===== src/hdl/csms_pkg.sv =====
package csms_pkg;

    // ---------------------------------------------------------------
    // Register map (byte addresses, one word each)
    // ---------------------------------------------------------------
    localparam logic [7:0] ADDR_CTRL = 8'h00;
    localparam logic [7:0] ADDR_CFG = 8'h04;
    localparam logic [7:0] ADDR_VOL = 8'h08;
    localparam logic [7:0] ADDR_STAT = 8'h0c;

    localparam int CTRL_POWER_DOWN = 0;
    localparam int CTRL_MUTE = 1;
    localparam logic [1:0] CTRL_RST = 2'h1;
    localparam logic [7:0] VOL_RST = 8'h00;

    localparam int STAT_STATE = 0;
    localparam int STAT_HW = 4;
    localparam int STAT_RVALID = 5;
    localparam int STAT_RATIO = 16;

    // ---------------------------------------------------------------
    // Timing
    // ---------------------------------------------------------------
    localparam int CLK_MHZ = 20;
    localparam int RAMP_FRAMES = 2000;
    localparam int DRAIN_US = 10;
    localparam int DRAIN_CYC = DRAIN_US * CLK_MHZ;
    localparam int RATIO_W = 12;
    localparam logic [RATIO_W-1:0] RATIO_MIN = 12'h040;
    localparam logic [RATIO_W-1:0] RATIO_128 = 12'h080;
    localparam logic [RATIO_W-1:0] RATIO_256 = 12'h100;
    localparam logic [RATIO_W-1:0] RATIO_512 = 12'h200;

    // ---------------------------------------------------------------
    // Routing codes
    // ---------------------------------------------------------------
    localparam logic [2:0] SRC_INPUT_ONE = 3'h0;
    localparam logic [2:0] SRC_DAC1 = 3'h5;
    localparam logic [2:0] SRC_DAC2 = 3'h6;
    localparam logic [1:0] MIX_OFF = 2'h0;

    // Layout equals the CFG register, bit 0 at role
    typedef struct packed {
        logic [1:0] mixer;
        logic deemph;
        logic [2:0] aout3_src;
        logic [2:0] aout2_src;
        logic [2:0] aout1_src;
        logic [2:0] adc_src;
        logic hpf_freeze;
        logic hpf_en;
        logic sp_fault_en;
        logic invert;
        logic zero_cross;
        logic soft_ramp;
        logic freeze;
        logic async_mode;
        logic fmt;
        logic mclk_div;
        logic [1:0] role;
    } csms_cfg_s;

    localparam int CFG_W = $bits(csms_cfg_s);

    localparam csms_cfg_s CFG_RST = '{
        mixer: MIX_OFF, deemph: 1'b0, aout3_src: SRC_INPUT_ONE,
        aout2_src: SRC_DAC2, aout1_src: SRC_DAC1, adc_src: SRC_INPUT_ONE,
        hpf_freeze: 1'b0, hpf_en: 1'b1, sp_fault_en: 1'b1,
        invert: 1'b0, zero_cross: 1'b0, soft_ramp: 1'b1, freeze: 1'b0,
        async_mode: 1'b0, fmt: 1'b0, mclk_div: 1'b0, role: 2'h0};

    typedef enum logic [2:0] {
        ST_STRAP, ST_STANDBY, ST_RAMP, ST_DETECT, ST_RUN, ST_DRAIN
    } csms_state_e;

endpackage : csms_pkg


===== src/hdl/csms_ratio_det.sv =====
`timescale 1ns/100ps
module csms_ratio_det (
    input wire logic pclk,
    input wire logic presetn,
    input wire logic frame_clock,
    input wire logic bit_clock,
    output logic frame_tick,
    output logic [csms_pkg::RATIO_W-1:0] ratio_q,
    output logic valid_q
);
    logic fr_q;
    logic bc_q;
    logic bc_seen_q;
    logic [csms_pkg::RATIO_W-1:0] cnt_q;
    logic sat;
    logic stable;

    assign frame_tick = frame_clock & ~fr_q;
    assign sat = &cnt_q;
    assign stable = (cnt_q + 1'b1 == ratio_q) && bc_seen_q &&
                    (cnt_q >= csms_pkg::RATIO_MIN);

    // ---------------------------------------------------------------
    // Master clocks counted over one frame period
    // ---------------------------------------------------------------
    always_ff @(posedge pclk or negedge presetn) begin
        if (!presetn) begin
            fr_q <= 1'b0;
            bc_q <= 1'b0;
            bc_seen_q <= 1'b0;
            cnt_q <= '0;
            ratio_q <= '0;
            valid_q <= 1'b0;
        end else begin
            fr_q <= frame_clock;
            bc_q <= bit_clock;
            if (frame_tick) begin
                cnt_q <= '0;
                ratio_q <= cnt_q + 1'b1;
                valid_q <= stable;
                bc_seen_q <= 1'b0;
            end else begin
                if (!sat) cnt_q <= cnt_q + 1'b1;
                // A stopped frame clock drops validity once the count saturates
                if (sat) valid_q <= 1'b0;
                if (bit_clock & ~bc_q) bc_seen_q <= 1'b1;
            end
        end
    end

endmodule : csms_ratio_det


===== src/hdl/csms_apb.sv =====
`timescale 1ns/100ps
module csms_apb (
    input wire logic pclk,
    input wire logic presetn,
    input wire logic psel,
    input wire logic penable,
    input wire logic pwrite,
    input wire logic [7:0] paddr,
    input wire logic [31:0] pwdata,
    output logic [31:0] prdata,
    output logic pready,
    output logic pslverr,
    input wire logic hw_mode,
    input wire logic [31:0] status,
    output logic [1:0] ctrl_q,
    output csms_pkg::csms_cfg_s cfg_q,
    output logic [7:0] vol_q
);
    logic sel_ctrl;
    logic sel_cfg;
    logic sel_vol;
    logic sel_stat;
    logic mapped;
    logic access;
    logic wr;
    logic [31:0] rd_mux;

    assign sel_ctrl = paddr == csms_pkg::ADDR_CTRL;
    assign sel_cfg = paddr == csms_pkg::ADDR_CFG;
    assign sel_vol = paddr == csms_pkg::ADDR_VOL;
    assign sel_stat = paddr == csms_pkg::ADDR_STAT;
    assign mapped = sel_ctrl | sel_cfg | sel_vol | sel_stat;
    assign access = psel & penable;
    assign pready = 1'b1;
    // Pins own the setup in strapped mode, so writes are refused
    assign pslverr = access & (~mapped | (pwrite & (hw_mode | sel_stat)));
    assign wr = access & pwrite & ~pslverr;
    assign rd_mux = sel_ctrl ? {30'h0, ctrl_q} :
                    sel_cfg ? {{(32 - csms_pkg::CFG_W){1'b0}}, cfg_q} :
                    sel_vol ? {24'h0, vol_q} :
                    sel_stat ? status : 32'h0;

    always_ff @(posedge pclk or negedge presetn) begin
        if (!presetn) begin
            ctrl_q <= csms_pkg::CTRL_RST;
            cfg_q <= csms_pkg::CFG_RST;
            vol_q <= csms_pkg::VOL_RST;
            prdata <= 32'h0;
        end else begin
            if (wr && sel_ctrl) ctrl_q <= pwdata[1:0];
            if (wr && sel_cfg) cfg_q <= pwdata[csms_pkg::CFG_W-1:0];
            if (wr && sel_vol) vol_q <= pwdata[7:0];
            // Captured in setup so the zero-wait access sees it
            if (psel && !penable) prdata <= rd_mux;
        end
    end

endmodule : csms_apb


===== src/hdl/csms_top.sv =====
// Overview of operation
// Host holds reset low until master clock and supplies are stable.
// Host pulls serial audio out high at reset release for pin mode.
// Operation starts only once frame clock, bit clock and data arrive; code waits on frame and bit clock only.
// Pin-mode shutdown: host sends muted input data, then asserts reset.
// Serial out low at release gives software mode, registers accessible.
// Clearing the power-down bit in software mode starts power-up.
// Serial audio out and analog outputs muted during reference ramp.
// Clock ratio measured over one frame period before normal operation.
// Software mode rests in standby, converters off, until bit cleared.
// Host loads all registers while the power-down bit is one.
// Host starts master clocks before clearing the power-down bit.
// Setting power-down defers power-down until fully muted.
// Host asserts reset when supplies fall below operating levels.
// Pin mode: role, speed, clock divide, format and mute from pins.
// Pin mode: auto power-up, sync only, no freeze, two ratios only; code accepts three (128, 256, 512).
// Pin mode: serial port fault output always on, open drain.
// Pin mode volume defaults: soft ramp, no zero cross, 0 dB, mix off.
// Pin mode: high-pass filter on with continuous DC subtraction.
// Pin mode routing: input one to converter, outputs fixed.
// Pin mode: de-emphasis off on both output converters.
// Serial out sampled at reset release: high pin mode, low software.
// Audio output starts only after 2000 sample periods.
// External mute outputs low in init, reset, mute, power-down.
`timescale 1ns/100ps
module csms_top (
    input wire logic pclk,
    input wire logic presetn,
    input wire logic psel,
    input wire logic penable,
    input wire logic pwrite,
    input wire logic [7:0] paddr,
    input wire logic [31:0] pwdata,
    output logic [31:0] prdata,
    output logic pready,
    output logic pslverr,
    input wire logic frame_clock,
    input wire logic bit_clock,
    input wire logic serial_audio_out_i,
    output logic serial_audio_out_o,
    output logic serial_audio_out_oe,
    input wire logic adc_serial_data,
    input wire logic port_role_select_0,
    input wire logic port_role_select_1,
    input wire logic master_clock_divide_pin,
    input wire logic format_select_pin,
    input wire logic mute_pin,
    input wire logic sp_fault,
    output logic serial_port_fault_out_o,
    output logic serial_port_fault_out_oe,
    output logic external_mute_ctrl_n,
    output csms_pkg::csms_cfg_s cfg_o,
    output logic [7:0] volume_o,
    output logic converters_on,
    output logic audio_enable,
    output logic analog_mute
);
    csms_pkg::csms_state_e state_q;
    csms_pkg::csms_state_e state_d;
    logic hw_mode_q;
    logic [10:0] frames_q;
    logic [7:0] drain_q;
    logic [1:0] ctrl;
    csms_pkg::csms_cfg_s cfg_sw;
    csms_pkg::csms_cfg_s cfg_hw;
    logic [7:0] vol_sw;
    logic [31:0] status;
    logic frame_tick;
    logic [csms_pkg::RATIO_W-1:0] ratio;
    logic ratio_valid;
    logic ratio_ok;
    logic power_down;
    logic mute_req;
    logic ramp_done;
    logic drain_done;
    logic dout_q;
    logic mute_n_q;

    // ---------------------------------------------------------------
    // Register slave and clock ratio detector
    // ---------------------------------------------------------------
    csms_apb u_apb (
        .pclk(pclk),
        .presetn(presetn),
        .psel(psel),
        .penable(penable),
        .pwrite(pwrite),
        .paddr(paddr),
        .pwdata(pwdata),
        .prdata(prdata),
        .pready(pready),
        .pslverr(pslverr),
        .hw_mode(hw_mode_q),
        .status(status),
        .ctrl_q(ctrl),
        .cfg_q(cfg_sw),
        .vol_q(vol_sw)
    );

    csms_ratio_det u_ratio (
        .pclk(pclk),
        .presetn(presetn),
        .frame_clock(frame_clock),
        .bit_clock(bit_clock),
        .frame_tick(frame_tick),
        .ratio_q(ratio),
        .valid_q(ratio_valid)
    );

    assign status = {4'h0, ratio, 10'h0, ratio_valid, hw_mode_q, 1'b0,
                     state_q};

    // ---------------------------------------------------------------
    // Configuration selection
    // ---------------------------------------------------------------
    // Pin mode takes package defaults, pins override their fields
    always_comb begin
        cfg_hw = csms_pkg::CFG_RST;
        cfg_hw.role = {port_role_select_1, port_role_select_0};
        cfg_hw.mclk_div = master_clock_divide_pin;
        cfg_hw.fmt = format_select_pin;
    end

    // Software power-down bit has no meaning in pin mode
    assign power_down = hw_mode_q ? 1'b0 : ctrl[csms_pkg::CTRL_POWER_DOWN];
    assign mute_req = hw_mode_q ? mute_pin : ctrl[csms_pkg::CTRL_MUTE];

    // Pin mode only locks onto the three supported ratios: 128, 256 and 512
    assign ratio_ok = ratio_valid & (!hw_mode_q ||
                      ratio == csms_pkg::RATIO_128 ||
                      ratio == csms_pkg::RATIO_256 ||
                      ratio == csms_pkg::RATIO_512);

    assign ramp_done = frame_tick &&
                       frames_q == 11'(csms_pkg::RAMP_FRAMES - 1);
    assign drain_done = drain_q == 8'(csms_pkg::DRAIN_CYC - 1);

    // ---------------------------------------------------------------
    // Sequencer
    // ---------------------------------------------------------------
    always_comb begin
        state_d = state_q;
        case (state_q)
            csms_pkg::ST_STRAP: begin
                // Strapped mode powers up without waiting on software
                if (serial_audio_out_i) state_d = csms_pkg::ST_RAMP;
                else state_d = csms_pkg::ST_STANDBY;
            end
            csms_pkg::ST_STANDBY: begin
                if (!power_down) state_d = csms_pkg::ST_RAMP;
            end
            csms_pkg::ST_RAMP: begin
                if (power_down) state_d = csms_pkg::ST_DRAIN;
                else if (ramp_done) state_d = csms_pkg::ST_DETECT;
            end
            csms_pkg::ST_DETECT: begin
                if (power_down) state_d = csms_pkg::ST_DRAIN;
                else if (ratio_ok) state_d = csms_pkg::ST_RUN;
            end
            csms_pkg::ST_RUN: begin
                if (power_down) state_d = csms_pkg::ST_DRAIN;
                else if (!ratio_ok) state_d = csms_pkg::ST_DETECT;
            end
            csms_pkg::ST_DRAIN: begin
                // Converters stay powered until the soft mute settles
                if (drain_done) state_d = csms_pkg::ST_STANDBY;
            end
            default: state_d = csms_pkg::ST_STRAP;
        endcase
    end

    always_ff @(posedge pclk or negedge presetn) begin
        if (!presetn) state_q <= csms_pkg::ST_STRAP;
        else state_q <= state_d;
    end

    // Strap caught at the first edge after release, never in reset
    always_ff @(posedge pclk or negedge presetn) begin
        if (!presetn) hw_mode_q <= 1'b0;
        else if (state_q == csms_pkg::ST_STRAP)
            hw_mode_q <= serial_audio_out_i;
    end

    // Sample periods counted only while the frame clock runs
    always_ff @(posedge pclk or negedge presetn) begin
        if (!presetn) frames_q <= '0;
        else if (state_q != csms_pkg::ST_RAMP) frames_q <= '0;
        else if (frame_tick) frames_q <= frames_q + 1'b1;
    end

    always_ff @(posedge pclk or negedge presetn) begin
        if (!presetn) drain_q <= '0;
        else if (state_q != csms_pkg::ST_DRAIN) drain_q <= '0;
        else drain_q <= drain_q + 1'b1;
    end

    // ---------------------------------------------------------------
    // Outputs
    // ---------------------------------------------------------------
    always_ff @(posedge pclk or negedge presetn) begin
        if (!presetn) begin
            cfg_o <= csms_pkg::CFG_RST;
            volume_o <= csms_pkg::VOL_RST;
            dout_q <= 1'b0;
            mute_n_q <= 1'b0;
        end else begin
            cfg_o <= hw_mode_q ? cfg_hw : cfg_sw;
            volume_o <= hw_mode_q ? csms_pkg::VOL_RST : vol_sw;
            // Serial output held low outside normal operation
            dout_q <= adc_serial_data &&
                      state_d == csms_pkg::ST_RUN;
            mute_n_q <= state_d == csms_pkg::ST_RUN && !mute_req &&
                        !power_down;
        end
    end

    // Released during reset and the strap cycle so the pull-up is seen
    assign serial_audio_out_oe = state_q != csms_pkg::ST_STRAP;
    assign serial_audio_out_o = dout_q;
    assign external_mute_ctrl_n = mute_n_q;
    assign converters_on = state_q != csms_pkg::ST_STRAP &&
                           state_q != csms_pkg::ST_STANDBY;
    assign audio_enable = state_q == csms_pkg::ST_RUN;
    assign analog_mute = !audio_enable || mute_req;

    // Open drain: only ever pulls low
    assign serial_port_fault_out_o = 1'b0;
    assign serial_port_fault_out_oe = sp_fault &&
        (hw_mode_q || cfg_sw.sp_fault_en);

    // ---------------------------------------------------------------
    // Assertions
    // ---------------------------------------------------------------
    property p_soft_mode;
        @(posedge pclk) disable iff (!presetn)
        state_q == csms_pkg::ST_STRAP && !serial_audio_out_i |=>
            state_q == csms_pkg::ST_STANDBY && !hw_mode_q;
    endproperty
    a_soft_mode: assert property (p_soft_mode)
        else $error("low strap did not give standby");

    property p_hw_mode;
        @(posedge pclk) disable iff (!presetn)
        state_q == csms_pkg::ST_STRAP && serial_audio_out_i |=>
            state_q == csms_pkg::ST_RAMP && hw_mode_q;
    endproperty
    a_hw_mode: assert property (p_hw_mode)
        else $error("high strap did not start power-up");

    property p_ramp_mute;
        @(posedge pclk) disable iff (!presetn)
        state_q == csms_pkg::ST_RAMP |-> !serial_audio_out_o &&
            analog_mute && !external_mute_ctrl_n;
    endproperty
    a_ramp_mute: assert property (p_ramp_mute)
        else $error("output not muted during ramp");

    property p_ramp_len;
        @(posedge pclk) disable iff (!presetn)
        $past(state_q) == csms_pkg::ST_RAMP &&
            state_q == csms_pkg::ST_DETECT |->
            $past(frames_q) == 11'(csms_pkg::RAMP_FRAMES - 1) &&
            $past(frame_tick);
    endproperty
    a_ramp_len: assert property (p_ramp_len)
        else $error("audio started before 2000 frames");

    property p_run_ratio;
        @(posedge pclk) disable iff (!presetn)
        $rose(audio_enable) |-> $past(ratio_ok) && ratio_valid;
    endproperty
    a_run_ratio: assert property (p_run_ratio)
        else $error("normal operation without a ratio");

    property p_power_down_mute;
        @(posedge pclk) disable iff (!presetn)
        !hw_mode_q && ctrl[csms_pkg::CTRL_POWER_DOWN] |=>
            !external_mute_ctrl_n;
    endproperty
    a_power_down_mute: assert property (p_power_down_mute)
        else $error("mute control released while powered down");

    property p_drain;
        @(posedge pclk) disable iff (!presetn)
        state_q == csms_pkg::ST_RUN && power_down |=>
            converters_on [*8] ##[1:300]
            state_q == csms_pkg::ST_STANDBY;
    endproperty
    a_drain: assert property (p_drain)
        else $error("power-down not deferred until muted");

    property p_standby;
        @(posedge pclk) disable iff (!presetn)
        state_q == csms_pkg::ST_STANDBY |-> !converters_on &&
            !audio_enable ##1 (state_q == csms_pkg::ST_STANDBY ||
            $past(ctrl[csms_pkg::CTRL_POWER_DOWN]) == 1'b0);
    endproperty
    a_standby: assert property (p_standby)
        else $error("standby left while power-down set");

    property p_hw_cfg;
        @(posedge pclk) disable iff (!presetn)
        hw_mode_q && $past(hw_mode_q) |-> cfg_o.hpf_en &&
            !cfg_o.hpf_freeze && !cfg_o.deemph && !cfg_o.freeze &&
            !cfg_o.async_mode && cfg_o.adc_src == csms_pkg::SRC_INPUT_ONE &&
            volume_o == 8'h00 && cfg_o.role ==
            $past({port_role_select_1, port_role_select_0});
    endproperty
    a_hw_cfg: assert property (p_hw_cfg)
        else $error("pin mode configuration wrong");

    property p_fault;
        @(posedge pclk) disable iff (!presetn)
        hw_mode_q && sp_fault |-> serial_port_fault_out_oe &&
            !serial_port_fault_out_o;
    endproperty
    a_fault: assert property (p_fault)
        else $error("fault output not pulled low");

    c_hw_run: cover property (@(posedge pclk) disable iff (!presetn)
        hw_mode_q && state_q == csms_pkg::ST_RUN);
    c_sw_run: cover property (@(posedge pclk) disable iff (!presetn)
        !hw_mode_q && state_q == csms_pkg::ST_RUN);
    c_drain: cover property (@(posedge pclk) disable iff (!presetn)
        state_q == csms_pkg::ST_DRAIN ##1
        state_q == csms_pkg::ST_STANDBY);

endmodule : csms_top


===== config.mk =====
export PLATFORM = sky130hd
export DESIGN_NAME = csms_top
export DESIGN_NICKNAME = d
export VERILOG_FILES = /design/src/hdl/csms_pkg.sv /design/src/hdl/csms_ratio_det.sv /design/src/hdl/csms_apb.sv /design/src/hdl/csms_top.sv
export SDC_FILE = /design/constraint.sdc
export NUM_CORES = 1
export LEC_CHECK = 0
export ABC_AREA = 1
export BUFFER_PORTS_ARGS = -buffer_cell sky130_fd_sc_hd__buf_4
export CAP_MARGIN = 25
export CORE_ASPECT_RATIO = 1.1
export CORE_MARGIN = 2
export CORE_UTILIZATION = 40
export CTS_CLUSTER_DIAMETER = 200
export DETAILED_ROUTE_END_ITERATION = 12
export PLACE_DENSITY_LB_ADDON = 0.08
export SLEW_MARGIN = 20
export SYNTH_ARGS = -nofsm -noshare
export SYNTH_HDL_FRONTEND = slang
export SYNTH_SLANG_ARGS = --single-unit

===== constraint.sdc =====
create_clock -name pclk -period 3.85 [get_ports pclk]
set_clock_uncertainty 0.2 [all_clocks]
set_input_delay 0.77 -clock pclk [delete_from_list [all_inputs] [get_ports pclk]]
set_output_delay 0.77 -clock pclk [all_outputs]
set_load 0.02 [all_outputs]

==> results by group <==
Clock tree
  • Root Buffer: clkbuf_16
  • Post-CTS Setup Bufs: 0
  • H-tree lvl count: 4
  • Clock sinks: between 150 and 200
  • Total CTS buffers: 17
  • TritonCTS clock tree: yes
  • Clk slew on worst S/H paths: about 0.06 ns
  • CTS resizes: 0
  • CTS Buffer Depth: 2
  • Clk_lat worst skew: 0.42 ns
  • # hold bufs at CTS: 0

GRT
  • Largest net degree at the start of global routing: 67
  • Global-route wire length before repair: around 29 mm
  • GRT Overall Usage: 20.5%
  • Initial antenna violation count: 0
  • Vias in the first global route: 5,542
  • Overflow after GRT: 0

Logic synthesis
  • Register area share after synthesis: a little under three fifths
  • Avg Inst Size Synth: a little over 8 µm²
  • Ys Warns: 0
  • Synth Cell Area: ~6900 µm²
  • Syn Inst Count: about 830
  • Synth Register Bits: 153
  • Yosys cell types: 37

Power
  • Logic pwr share: 17.2%
  • Internal power: around 3 mW
  • Pwr/cell area: roughly 490 nW/µm²
  • Clock share of power: 40.6%
  • Sw Ratio: between 20% and 30%
  • Reg power frac: 42.2%
  • P_leak: 4.39 nW
  • Switch Pwr: between 1 and 1.5 mW
  • Maximum VDD drop: ~320 µV
  • Total Power: approximately 4.3 mW

Setup path
  • Reg-to-reg endpoint: u_ratio.cnt_q[0]
  • WP data required: around 2.9 ns
  • Crit path DAT: roughly 2.2 ns
  • Worst Path Max Fanout: 16
  • Endpoint type of the worst setup path: output port
  • Crit Path Class: in2out
  • R2r worst-path depth: 10
  • Worst R2R Start: u_ratio.cnt_q[0]
  • R2r setup slk: around 1.2 ns
  • Startpoint types: primary input

Layout
  • ANT cells: 0
  • FF+latch area: a little under 4000 µm²
  • Most common cell after layout, fill and taps aside: nand2_1
  • Final core utilization: approximately half
  • Fill cell count: between 1,500 and 2,000
  • Commonest non-fill, non-tap cells in the layout: nand2_1 (240), dfrtp_1 (138), buf_4 (130)
  • Layout area overhead: 25.2%
  • Layout cells sized above 1: 21.0%
  • Multi-input gate area: approximately 2500 µm²
  • Layout Nets: 1,016

Timing
  • Final Cycle Share: around 81%
  • Final Hold Fails: 0
  • Slew Limit Headroom: 56.6%
  • Fmax: roughly 0.32 GHz
  • Least-Margin Pin Slew: ~0.65 ns
  • Crit path time final: 3.12 ns
  • Unrepaired setup endpoints after global routing: no
  • Setup_tns: 0 ns
  • Final Setup Violations: 0
  • Slew Limit Fails: 0

Die
  • Row cnt: 50
  • Width of the die: about 130 µm
  • Die area: 18,400 µm²
  • Core ar.: around 17,000 µm²
  • I/O pins: 132
  • Die height: approximately 140 µm
  • Starting Density: around two fifths

Routing
  • DRC Markers: 0
  • Initial drt markers: 323
  • 1st-pass router iterations: 5
  • ANT nets after route: 0
  • Wire per inst: roughly 15 µm
  • Vias: between 5,000 and 6,000
  • WL final: 17.9 mm
  • Drt via density: 4.72

Place
  • Detailed Place HPWL: 12.4 mm
  • # port buffers: 120
  • Routability cong.: just over 0.8

Flow run
  • Max-cap viol count: 0

Run status
  • Status: finished clean

Hold path
  • Hold Path Class: in2async
## registers in the layout (all words and copies together), names as in the netlist
signal	flops
u_apb.cfg_q	27
u_ratio.cnt_q	12
drain_q	8
volume_o	8
cfg_o	27
u_ratio.bc_seen_q	1
hw_mode_q	1
u_ratio.ratio_q	12
u_apb.vol_q	8
u_ratio.bc_q	1
serial_audio_out_o	1
frames_q	11
external_mute_ctrl_n	1
state_q	3
u_ratio.fr_q	1
u_ratio.valid_q	1
u_apb.prdata	28
u_apb.ctrl_q	2
## layer usage
| metal | part of all wire [%] | routed length [µm] | GRT usage, % |
|---|---|---|---|
| met1 | 47 | 8360 | 28.3 |
| met2 | 47 | 8440 | 31.8 |
| met3 | 4.6 | 817 | 4.79 |
| met4 | 1.5 | 260 | 6.86 |
| met5 | 0 | 0 | 0 |
## kinds of logic after synthesis
family                   after synthesis  synth area share, %
adder cells (fa/ha/maj)                4                0.724
AO/OA/AOI/OAI                        117                 9.63
buffers and inverters                146                 8.89
AND/OR/NAND/NOR                      411                 25.0
other                                  2                0.109
flip-flops                           153                 55.7
## cell usage after synthesis, drive strengths merged
cell type | number | area share (%)
clkinv | 2 | 0.11
clkbuf | 16 | 0.87
a21o | 1 | 0.11
nor4 | 2 | 0.18
dfrtp | 138 | 50
nand3b | 2 | 0.22
a21oi | 32 | 2.3
conb | 2 | 0.11
nor3b | 3 | 0.33
o21a | 2 | 0.22
buf | 15 | 1.8
dfstp | 15 | 5.7
o22ai | 17 | 1.5
o211ai | 1 | 0.11
o21bai | 2 | 0.22
nand2 | 246 | 14
ha | 4 | 0.72
o31ai | 1 | 0.11
or2 | 3 | 0.27
nand4 | 4 | 0.36
nor3 | 16 | 1.2
nor2 | 71 | 4.0
o21ai | 61 | 5.0
inv | 113 | 6.1
and3 | 1 | 0.091
nand3 | 63 | 4.6
## critical path, stage by stage
cell     delay, ns
buf_4         0.11
inv_1         0.04
nand2_1       0.15
nor3_2        0.20
nand2_2       0.29
nand2_1       0.13
nand2_1       0.07
nand2_2       0.10
and3_1        0.16
buf_4         0.14
## final cells by class
cell class / count / area share [%]
clock buffer: 18 / 5.07
multi-input combinational: 538 / 28.5
timing repair buffer: 132 / 11.6
sequential: 153 / 44.4
tap: 234 / 3.38
clock inverter: 14 / 1.99
inverter: 115 / 4.99
## worst max-delay path by stage
stage / startpoint / to / slack (ns)
global route: paddr[7] / pslverr / 0.52
floorplan: paddr[0] / pslverr / 1.24
global placement: paddr[7] / pslverr / 0.75
detailed placement: paddr[7] / pslverr / 0.73
finish: paddr[1] / pslverr / 0.73
CTS: paddr[7] / pslverr / 0.73
## stage by stage
step                      instances  setup WS, ns  instance area, µm²  hold WS (ns)
after floorplan                 837          1.24                6930         0.233
after global placement         1172         0.752                8050         0.253
after detailed placement       1172         0.728                8050         0.252
after CTS                      1204         0.726                8660         0.142
after global routing           1204         0.519                8660         0.162
final                          1204         0.733                8660         0.116
## power by group through the flow
stage | Sequential [mW] | Combinational, mW | Clock (mW)
2_1_floorplan | 1.87 | 0.369 | 0
3_3_place_gp | 1.83 | 0.736 | 0
3_5_place_dp | 1.83 | 0.741 | 0
4_1_cts | 1.80 | 0.745 | 1.77
5_1_grt | 1.82 | 0.817 | 1.84
6_report | 1.80 | 0.733 | 1.73
No activity file was read; power rests on OpenSTA's default activity.
